--- config.mk ---
export PLATFORM = sky130hd
export DESIGN_NAME = rss_reporter
export DESIGN_NICKNAME = d
export VERILOG_FILES = /design/src/core/rss_pkg.sv /design/src/core/rss_pin_sync.sv /design/src/core/rss_char_class.sv /design/src/core/rss_reporter.sv
export SDC_FILE = /design/constraint.sdc
export NUM_CORES = 1
export LEC_CHECK = 0
export ABC_AREA = 1
export BUFFER_PORTS_ARGS = -buffer_cell sky130_fd_sc_hd__buf_2
export CORE_ASPECT_RATIO = 1.2
export CORE_MARGIN = 4
export CORE_UTILIZATION = 59
export DETAILED_ROUTE_END_ITERATION = 7
export PLACE_DENSITY = 0.85
export SLEW_MARGIN = 25
export SYNTH_ARGS = -nofsm -noshare
export SYNTH_HDL_FRONTEND = slang
export SYNTH_SLANG_ARGS = --single-unit
--- constraint.sdc ---
create_clock -name sys_clk_in -period 4.3 [get_ports sys_clk_in]
set_clock_uncertainty 0.2 [all_clocks]
set_input_delay 0.86 -clock sys_clk_in [delete_from_list [all_inputs] [get_ports sys_clk_in]]
set_output_delay 0.86 -clock sys_clk_in [all_outputs]
set_load 0.02 [all_outputs]
--- src/core/rss_pkg.sv ---
// Shared constants, carriers and types of the receive sync status reporter
package rss_pkg;

  ////////////////////////////////////////////////////////////////////////////
  // Character status codes
  localparam logic [2:0] RSS_ST_NORMAL = 3'h0;
  localparam logic [2:0] RSS_ST_SPECIAL = 3'h1;
  localparam logic [2:0] RSS_ST_LOCK = 3'h2;
  localparam logic [2:0] RSS_ST_FRAME = 3'h3;
  localparam logic [2:0] RSS_ST_VIOL = 3'h4;
  localparam logic [2:0] RSS_ST_LOSS = 3'h5;
  localparam logic [2:0] RSS_ST_DISP = 3'h6;
  localparam logic [2:0] RSS_ST_RESYNC = 3'h7;

  // Substitute special characters, byte layout {y[2:0], x[4:0]} for Cx.y
  localparam logic [7:0] RSS_C0_7 = 8'hE0;
  localparam logic [7:0] RSS_C4_7 = 8'hE4;

  ////////////////////////////////////////////////////////////////////////////
  // Counts
  localparam logic [2:0] RSS_FRAME_RUN = 3'h4;
  localparam logic [2:0] RSS_DEC_ERR_RUN = 3'h4;
  localparam logic [2:0] RSS_IMV_LIMIT = 3'h4;
  localparam int RSS_SYNC_STAGES = 3;

  ////////////////////////////////////////////////////////////////////////////
  // Register map and reset values
  localparam int RSS_ADDR_W = 8;
  localparam logic [7:0] RSS_REG_INT_STATUS = 8'h00;
  localparam logic [7:0] RSS_REG_INT_MASK = 8'h04;
  localparam logic [7:0] RSS_REG_SYNC_STAT = 8'h08;
  localparam int RSS_IRQ_W = 5;
  localparam logic [4:0] RSS_INT_MASK_RST = 5'h00;
  localparam logic [4:0] RSS_INT_STATUS_RST = 5'h00;
  localparam int RSS_IRQ_LOST = 0;
  localparam int RSS_IRQ_GAIN = 1;
  localparam int RSS_IRQ_VIOL = 2;
  localparam int RSS_IRQ_DISP = 3;
  localparam int RSS_IRQ_FAULT = 4;

  ////////////////////////////////////////////////////////////////////////////
  // Types
  typedef enum logic [1:0] {
    RSS_NO_SYNC = 2'b00,
    RSS_RESYNC = 2'b01,
    RSS_IN_SYNC = 2'b10
  } rss_sync_e;

  // One decoded character from the decoder
  typedef struct packed {
    logic valid;
    logic special;
    logic [7:0] data;
    logic viol;
    logic disp_err;
  } rss_char_s;

  // Decoded character with its classification
  typedef struct packed {
    logic valid;
    logic special;
    logic [7:0] data;
    logic framing;
    logic viol;
    logic disp;
    logic good;
  } rss_class_s;

  // Read-only sync status word
  typedef struct packed {
    logic [13:0] zero_hi;
    logic pll_locked;
    logic type_b;
    logic zero_imv;
    logic [2:0] imv_cnt;
    logic zero_de;
    logic [2:0] de_cnt;
    logic zero_fr;
    logic [2:0] fr_cnt;
    logic [1:0] zero_st;
    logic [1:0] sync;
  } rss_sync_stat_s;

endpackage

--- src/core/rss_pin_sync.sv ---
// Three-stage synchroniser for pin inputs with agreement filter
module rss_pin_sync
  import rss_pkg::*;
#(
  parameter int W = 1
) (
  input wire logic sys_clk_in,
  input wire logic nrst_in,
  input wire logic ce_in,
  input wire logic [W-1:0] pin_in,
  output logic [W-1:0] level_out
);

  typedef struct packed {
    logic [W-1:0] s1;
    logic [W-1:0] s2;
    logic [W-1:0] s3;
    logic [W-1:0] q;
  } rss_psync_s;

  rss_psync_s r;
  rss_psync_s r_nxt;

  always_comb begin
    r_nxt = r;
    r_nxt.s1 = pin_in;
    r_nxt.s2 = r.s1;
    r_nxt.s3 = r.s2;
    // A change counts only once the later two stages agree
    for (int i = 0; i < W; i++) begin
      if (r.s2[i] == r.s3[i]) begin
        r_nxt.q[i] = r.s3[i];
      end
    end
  end

  always_ff @(posedge sys_clk_in or negedge nrst_in) begin
    if (!nrst_in) begin
      r <= '0;
    end else if (ce_in) begin
      r <= r_nxt;
    end
  end

  assign level_out = r.q;

endmodule

--- src/core/rss_char_class.sv ---
// Classifies one decoded character against the selected framing character
module rss_char_class
  import rss_pkg::*;
(
  input wire rss_char_s char_in,
  input wire logic [8:0] framing_in,
  output rss_class_s class_out
);

  logic dec_err;

  assign dec_err = char_in.viol | char_in.disp_err;

  // One process fills the whole carrier so it has a single driver
  always_comb begin
    class_out.valid = char_in.valid;
    class_out.special = char_in.special;
    class_out.data = char_in.data;
    class_out.viol = char_in.viol;
    class_out.disp = char_in.disp_err & ~char_in.viol;
    class_out.good = char_in.valid & ~dec_err;
    // A damaged character never counts as framing
    class_out.framing = char_in.valid & ~dec_err &
                        ({char_in.special, char_in.data} == framing_in);
  end

endmodule

--- src/core/rss_reporter.sv ---
// Receive character status encoder and sync state machine with registers
//
// The implementer's own choices: the plain strobed port and the register offsets.
module rss_reporter
  import rss_pkg::*;
(
  input wire logic sys_clk_in,
  input wire logic nrst_in,
  input wire logic ce_in,
  input wire rss_char_s rx_char_in,
  input wire logic pll_lock_in,
  input wire logic status_report_type_select_in,
  input wire logic [8:0] selected_framing_character_in,
  input wire logic bonding_en_in,
  input wire logic bonded_in,
  input wire logic deskew_expired_in,
  input wire logic ebuf_fault_in,
  input wire logic [RSS_ADDR_W-1:0] reg_addr_in,
  input wire logic [31:0] reg_wdata_in,
  input wire logic reg_wr_in,
  input wire logic reg_rd_in,
  output logic [2:0] rx_char_status_code_out,
  output logic [7:0] rx_data_out,
  output logic rx_special_out,
  output logic rx_valid_out,
  output logic irq_out,
  output logic [31:0] reg_rdata_out
);

  ////////////////////////////////////////////////////////////////////////////
  // State

  typedef struct packed {
    rss_class_s stg;
    rss_sync_e sync;
    logic [2:0] fr_cnt;
    logic [2:0] de_cnt;
    logic [2:0] imv_cnt;
    logic [RSS_IRQ_W-1:0] irq_st;
    logic [RSS_IRQ_W-1:0] irq_mask;
    logic [2:0] code;
    logic [7:0] data;
    logic special;
    logic valid;
    logic irq;
    logic [31:0] rdata;
  } rss_state_s;

  rss_state_s r;
  rss_state_s r_nxt;

  ////////////////////////////////////////////////////////////////////////////
  // Pin inputs and classification

  logic [10:0] pins_sync;
  logic pll_locked;
  logic type_b;
  logic [8:0] framing;
  rss_class_s cls;

  rss_pin_sync #(
    .W(11)
  ) u_pin_sync (
    .sys_clk_in(sys_clk_in),
    .nrst_in(nrst_in),
    .ce_in(ce_in),
    .pin_in({pll_lock_in, status_report_type_select_in, selected_framing_character_in}),
    .level_out(pins_sync)
  );

  assign pll_locked = pins_sync[10];
  assign type_b = pins_sync[9];
  assign framing = pins_sync[8:0];

  rss_char_class u_char_class (
    .char_in(rx_char_in),
    .framing_in(framing),
    .class_out(cls)
  );

  ////////////////////////////////////////////////////////////////////////////
  // Conditions on the staged character; the new input is its lookahead

  logic fault;
  logic dec_err;
  logic no_bond_expiry;
  logic lock_hit;
  logic loss;
  logic [RSS_IRQ_W-1:0] irq_ev;
  logic [RSS_IRQ_W-1:0] irq_clr;
  rss_sync_stat_s stat_word;

  assign fault = ~pll_locked | ebuf_fault_in;
  assign dec_err = r.stg.valid & (r.stg.viol | r.stg.disp);
  assign no_bond_expiry = deskew_expired_in & ~bonded_in;
  // Last framing character before a good one, channels bonded
  assign lock_hit = type_b & (r.sync == RSS_RESYNC) & r.stg.framing & cls.good &
                    ~cls.framing & bonded_in;
  // Lost framing or alignment only means something once bonding is enabled
  assign loss = fault | (bonding_en_in & (r.sync == RSS_NO_SYNC));

  always_comb begin
    stat_word = '0;
    stat_word.sync = r.sync;
    stat_word.fr_cnt = r.fr_cnt;
    stat_word.de_cnt = r.de_cnt;
    stat_word.imv_cnt = r.imv_cnt;
    stat_word.type_b = type_b;
    stat_word.pll_locked = pll_locked;
  end

  ////////////////////////////////////////////////////////////////////////////
  // Next state

  always_comb begin
    r_nxt = r;
    r_nxt.stg = cls;
    irq_ev = '0;
    irq_clr = '0;

    // Run counters advance once per staged character
    if (r.stg.valid) begin
      if (r.stg.framing) begin
        if (r.fr_cnt != RSS_FRAME_RUN) begin
          r_nxt.fr_cnt = r.fr_cnt + 3'h1;
        end
      end else begin
        r_nxt.fr_cnt = 3'h0;
      end
      if (dec_err) begin
        if (r.de_cnt != RSS_DEC_ERR_RUN) begin
          r_nxt.de_cnt = r.de_cnt + 3'h1;
        end
        if (r.imv_cnt != RSS_IMV_LIMIT) begin
          r_nxt.imv_cnt = r.imv_cnt + 3'h1;
        end
      end else begin
        r_nxt.de_cnt = 3'h0;
        if (r.imv_cnt != 3'h0) begin
          r_nxt.imv_cnt = r.imv_cnt - 3'h1;
        end
      end
    end

    case (r.sync)
      RSS_NO_SYNC: begin
        if (type_b && (no_bond_expiry || dec_err)) begin
          r_nxt.fr_cnt = 3'h0;
        end else if (r.stg.framing && r.fr_cnt == RSS_FRAME_RUN - 3'h1) begin
          r_nxt.sync = RSS_RESYNC;
        end
      end
      RSS_RESYNC: begin
        if (dec_err || (type_b && no_bond_expiry)) begin
          r_nxt.sync = RSS_NO_SYNC;
        end else if (!type_b && r.stg.good && !r.stg.framing) begin
          r_nxt.sync = RSS_IN_SYNC;
        end else if (lock_hit) begin
          r_nxt.sync = RSS_IN_SYNC;
        end
      end
      RSS_IN_SYNC: begin
        if (dec_err && (r.de_cnt == RSS_DEC_ERR_RUN - 3'h1 ||
                        r.imv_cnt == RSS_IMV_LIMIT - 3'h1)) begin
          r_nxt.sync = RSS_NO_SYNC;
        end
      end
      default: begin
        r_nxt.sync = RSS_NO_SYNC;
      end
    endcase

    // Faults override every state
    if (fault) begin
      r_nxt.sync = RSS_NO_SYNC;
    end
    // Every fresh hunt starts from empty counters
    if (r_nxt.sync == RSS_NO_SYNC && r.sync != RSS_NO_SYNC) begin
      r_nxt.fr_cnt = 3'h0;
      r_nxt.de_cnt = 3'h0;
      r_nxt.imv_cnt = 3'h0;
    end

    // Status code, most urgent first
    r_nxt.valid = r.stg.valid;
    r_nxt.special = r.stg.special;
    r_nxt.data = r.stg.data;
    if (loss) begin
      r_nxt.code = RSS_ST_LOSS;
    end else if (bonding_en_in && lock_hit) begin
      r_nxt.code = RSS_ST_LOCK;
    end else if (r.sync == RSS_RESYNC) begin
      r_nxt.code = RSS_ST_RESYNC;
      r_nxt.data = framing[7:0];
      r_nxt.special = framing[8];
    end else if (r.stg.viol) begin
      r_nxt.code = RSS_ST_VIOL;
      r_nxt.data = RSS_C0_7;
      r_nxt.special = 1'b1;
    end else if (r.stg.framing) begin
      r_nxt.code = RSS_ST_FRAME;
    end else if (r.stg.disp) begin
      r_nxt.code = RSS_ST_DISP;
      r_nxt.data = RSS_C4_7;
      r_nxt.special = 1'b1;
    end else if (r.stg.special) begin
      r_nxt.code = RSS_ST_SPECIAL;
    end else begin
      r_nxt.code = RSS_ST_NORMAL;
    end

    // Interrupt events
    irq_ev[RSS_IRQ_LOST] = (r.sync != RSS_NO_SYNC) && (r_nxt.sync == RSS_NO_SYNC);
    irq_ev[RSS_IRQ_GAIN] = (r.sync != RSS_IN_SYNC) && (r_nxt.sync == RSS_IN_SYNC);
    irq_ev[RSS_IRQ_VIOL] = r.stg.valid & r.stg.viol;
    irq_ev[RSS_IRQ_DISP] = r.stg.valid & r.stg.disp;
    irq_ev[RSS_IRQ_FAULT] = fault;

    // Register writes; a new event beats a clear in the same cycle
    if (reg_wr_in) begin
      if (reg_addr_in == RSS_REG_INT_STATUS) begin
        irq_clr = reg_wdata_in[RSS_IRQ_W-1:0];
      end else if (reg_addr_in == RSS_REG_INT_MASK) begin
        r_nxt.irq_mask = reg_wdata_in[RSS_IRQ_W-1:0];
      end
    end
    r_nxt.irq_st = (r.irq_st & ~irq_clr) | irq_ev;
    r_nxt.irq = |(r_nxt.irq_st & r_nxt.irq_mask);

    // Read data stands for one cycle only; unmapped reads return zero
    r_nxt.rdata = 32'h0;
    if (reg_rd_in) begin
      if (reg_addr_in == RSS_REG_INT_STATUS) begin
        r_nxt.rdata = {27'h0, r.irq_st};
      end else if (reg_addr_in == RSS_REG_INT_MASK) begin
        r_nxt.rdata = {27'h0, r.irq_mask};
      end else if (reg_addr_in == RSS_REG_SYNC_STAT) begin
        r_nxt.rdata = stat_word;
      end
    end
  end

  always_ff @(posedge sys_clk_in or negedge nrst_in) begin
    if (!nrst_in) begin
      r <= '0;
    end else if (ce_in) begin
      r <= r_nxt;
    end
  end

  assign rx_char_status_code_out = r.code;
  assign rx_data_out = r.data;
  assign rx_special_out = r.special;
  assign rx_valid_out = r.valid;
  assign irq_out = r.irq;
  assign reg_rdata_out = r.rdata;
endmodule

==> run_results.csv <==
group,metric,value,unit
status,status,"finished, final reports clean",
floorplan,num_rows,38,
logic_synthesis,synth_edf_count,0,
logic_synthesis,ys_top_cells_by_area,"dfrtp_1 49%, nand2_1 13%, o21ai_0 7.9%",
layout,fill_cells,779,
clock_tree,cts_resized,0,
floorplan,dieHeight,114.3,µm
layout,finalCoreUtilization,65.01,%
clock_tree,cts_buffer_depth,2,
logic_synthesis,ys_seq_area_share,48.64,%
clock_tree,cts_buffers,9,
clock_tree,cts_tree,"done",
timing,fin_hold_ws,0.2863,ns
timing,finalHoldViolCount,0,
logic_synthesis,syn_inst,674,
power,p_leak,3.015,nW
timing,finalSetupTns,0,ns
worst_hold_path,hp-class,"flip-flop to flip-flop",
worst_setup_path,start_kind,"primary input",
power,total_power,2.304,mW
worst_setup_path,worst_r2r_path_depth,7,
logic_synthesis,synth_top_area_share,48.64,%
layout,area_growth_syn_to_layout,6.800,%
global_route,grt_max_degree,85,
placed_design,placed_area,0.005742,mm²
global_route,met1_usage,28.57,%
placed_design,dp_slack,1.379,ns
worst_setup_path,reg2reg_slack,2.10,ns
worst_hold_path,min_to,"reg_rdata_out[13]$_DFFE_PN0P_",
worst_setup_path,end_kind,"flip-flop",
timing,slew_violations,0,
drt,totalWireLength,11610,µm
logic_synthesis,yosys_warnings,0,
logic_synthesis,synth_async_sr_flop_share,100.0,%
floorplan,core_area,0.009129,mm²
global_route,gr-total-overflow,0,
timing,rsz0062_at_grt,"no",
timing,slew_headroom,48.58,%
clock_tree,cts_sinks,108,
worst_hold_path,hold_start,"reg_rdata_out[13]$_DFFE_PN0P_",
clock_tree,h-tree-depth,3,
placed_design,numPortBuffers,73,
clock_tree,cts_setup_buffers,0,
placed_design,place_inst,821,
global_route,busiest_layer,"met2",
logic_synthesis,ys_types,39,
clock_tree,root_buffer,"clkbuf_8",
run,drv_cap,0,
drt,drtAntennaViolNets,0,
layout,stdcell_count,837,
timing,fin_crit,2.579,ns
clock_tree,postCtsHoldBufs,0,
layout,drive_above_1_share,17.71,%
placed_design,gp_congestion,0.8670,
floorplan,dieArea,0.01104,mm²
timing,setup_ws,1.721,ns
floorplan,start_util,60.87,%
global_route,track_usage,22.64,%
global_route,grt_pass1_wl,19440,µm
drt,firstDrtPassIters,5,
logic_synthesis,synth_top_area_cell,"dfrtp_1",
drt,wl_per_cell,13.87,µm
layout,stdcell_area,0.005934,mm²
worst_setup_path,crit_required,4.37,ns
drt,drc,0,
worst_setup_path,r2r_start,"r[80]$_DFFE_PN0P_",
worst_setup_path,criticalPathCategory,"primary input to flip-flop",
global_route,grt_use_met2,37.02,%
timing,final-setup-viol-count,0,
global_route,grt_pass1_vias,4277,
power,ir_drop,0.2220,mV
global_route,antenna_found_initial,0,
global_route,grt_util_met3,3.485,%
layout,diodes,0,
clock_tree,path_clk_slew,0.10,ns
worst_setup_path,cp.arrival,2.65,ns
worst_setup_path,reg2reg_to,"r[57]$_DFFE_PN0P_",
timing,fin_crit_sh,59.97,%
drt,via_per_inst,5.270,
logic_synthesis,synth_flop_cell,"dfrtp_1",
logic_synthesis,synth_most_common_cell,"nand2_1",
logic_synthesis,synth.cell_area,0.005557,mm²
logic_synthesis,ys_ff_latch,108,
timing,worst_pin_slew,0.7713,ns
placed_design,dp_hpwl,8357,µm
layout,final_nets,791,
timing,fmax,387.8,MHz
drt,num_vias,4411,
floorplan,io_pins,118,
logic_synthesis,avgSynthCellArea,8.244,µm²
worst_setup_path,cp_max_fo,11,
floorplan,die_w,96.59,µm
clock_tree,insertion_delay,0.38,ns
worst_hold_path,min_path_cells,2,
drt,drtIter0Drc,266,
logic_synthesis,synth_commonest_cells,"191 x nand2_1, 108 x dfrtp_1, 88 x o21ai_0, 56 x inv_1",
power,pwr_density_cell,388.3,mW/mm²
sequential cells by signal, summed over array words and instances (netlist names):
name,flops
reg_rdata_out,15
rx_data_out,8
rx_char_status_code_out,3
r,35
rx_special_out,1
u_pin_sync.level_out,11
u_pin_sync.r,33
rx_valid_out,1
irq_out,1
cells by family after synthesis:
kind of cell / share of synthesized area (%)
compound gates: 13.35
xor+xnor: 0.9457
fa+ha+maj: 1.711
buf+inv: 11.87
flops: 48.64
mux: 0.1801
other cells: 0.06749
simple gates: 23.24
layout make-up:
| class | count | area [µm²] | share of cell area (%) |
|---|---|---|---|
| flip-flops and latches | 108 | 2703 | 45.54 |
| multi-input cells | 453 | 2255 | 37.99 |
| clock inverters | 6 | 65.06 | 1.096 |
| well taps | 120 | 150.1 | 2.530 |
| clock buffers | 10 | 127.6 | 2.151 |
| repair buffers | 77 | 397.9 | 6.705 |
| inverters | 63 | 236.5 | 3.985 |
how the worst max path moves through the flow:
| stage | slack (ns) | startpoint | endpoint | cells after the start |
|---|---|---|---|---|
| floorplan | 1.97 | rx_char_in[0] | r[59]$_DFFE_PN0P_ | 16 |
| global placement | 1.48 | reg_addr_in[1] | irq_out$_DFFE_PN0P_ | 10 |
| detailed placement | 1.38 | reg_addr_in[1] | irq_out$_DFFE_PN0P_ | 10 |
| CTS | 1.78 | reg_addr_in[1] | irq_out$_DFFE_PN0P_ | 10 |
| global route | 1.55 | reg_addr_in[1] | irq_out$_DFFE_PN0P_ | 10 |
| finish | 1.72 | reg_addr_in[1] | irq_out$_DFFE_PN0P_ | 10 |
worst max-delay path, cell delays in order:
cell     delay (ns)
buf_2          0.10
or2_1          0.21
nor2_1         0.20
nand3_2        0.24
inv_1          0.38
nand2_1        0.15
o21ai_0        0.24
nand2_1        0.09
nand3_1        0.08
nand3_1        0.09
cell usage in the layout, fill, tap and decap left out, types with 2 or more instances in the layout:
master,netlist,layout
nand3_4,2,2
xor2_1,2,2
o21ai_0,88,88
nor2_4,2,2
inv_1,56,56
xnor2_1,4,4
dfrtp_1,108,108
nor2_1,44,44
ha_1,6,6
nand3_1,22,22
clkbuf_8,0,9
conb_1,1,17
nand2_1,191,191
nand2_2,6,6
inv_2,7,7
nand3_2,3,3
a21oi_1,25,25
nor2_2,2,2
o31ai_1,8,8
clkinv_4,0,2
o221ai_1,3,3
clkinv_2,0,2
nand4_1,3,3
nand2_4,6,6
buf_4,44,5
a31oi_1,2,2
o22ai_1,5,5
or2_2,2,2
buf_2,2,72
layer usage:
metal  wire (µm)  vias to the layer above
li1            -                     2176
met1        4710                     2043
met2        5786                      158
met3         688                       34
met4         422                        0
met5           0                        -
report_power, final:
part	switching, mW	leakage, nW	total [mW]	internal (mW)
logic	0.296	1.55	0.459	0.163
registers	0.0961	1.37	1.23	1.14
clock network	0.342	0.0962	0.612	0.270
(Power assumes the default switching activity.)
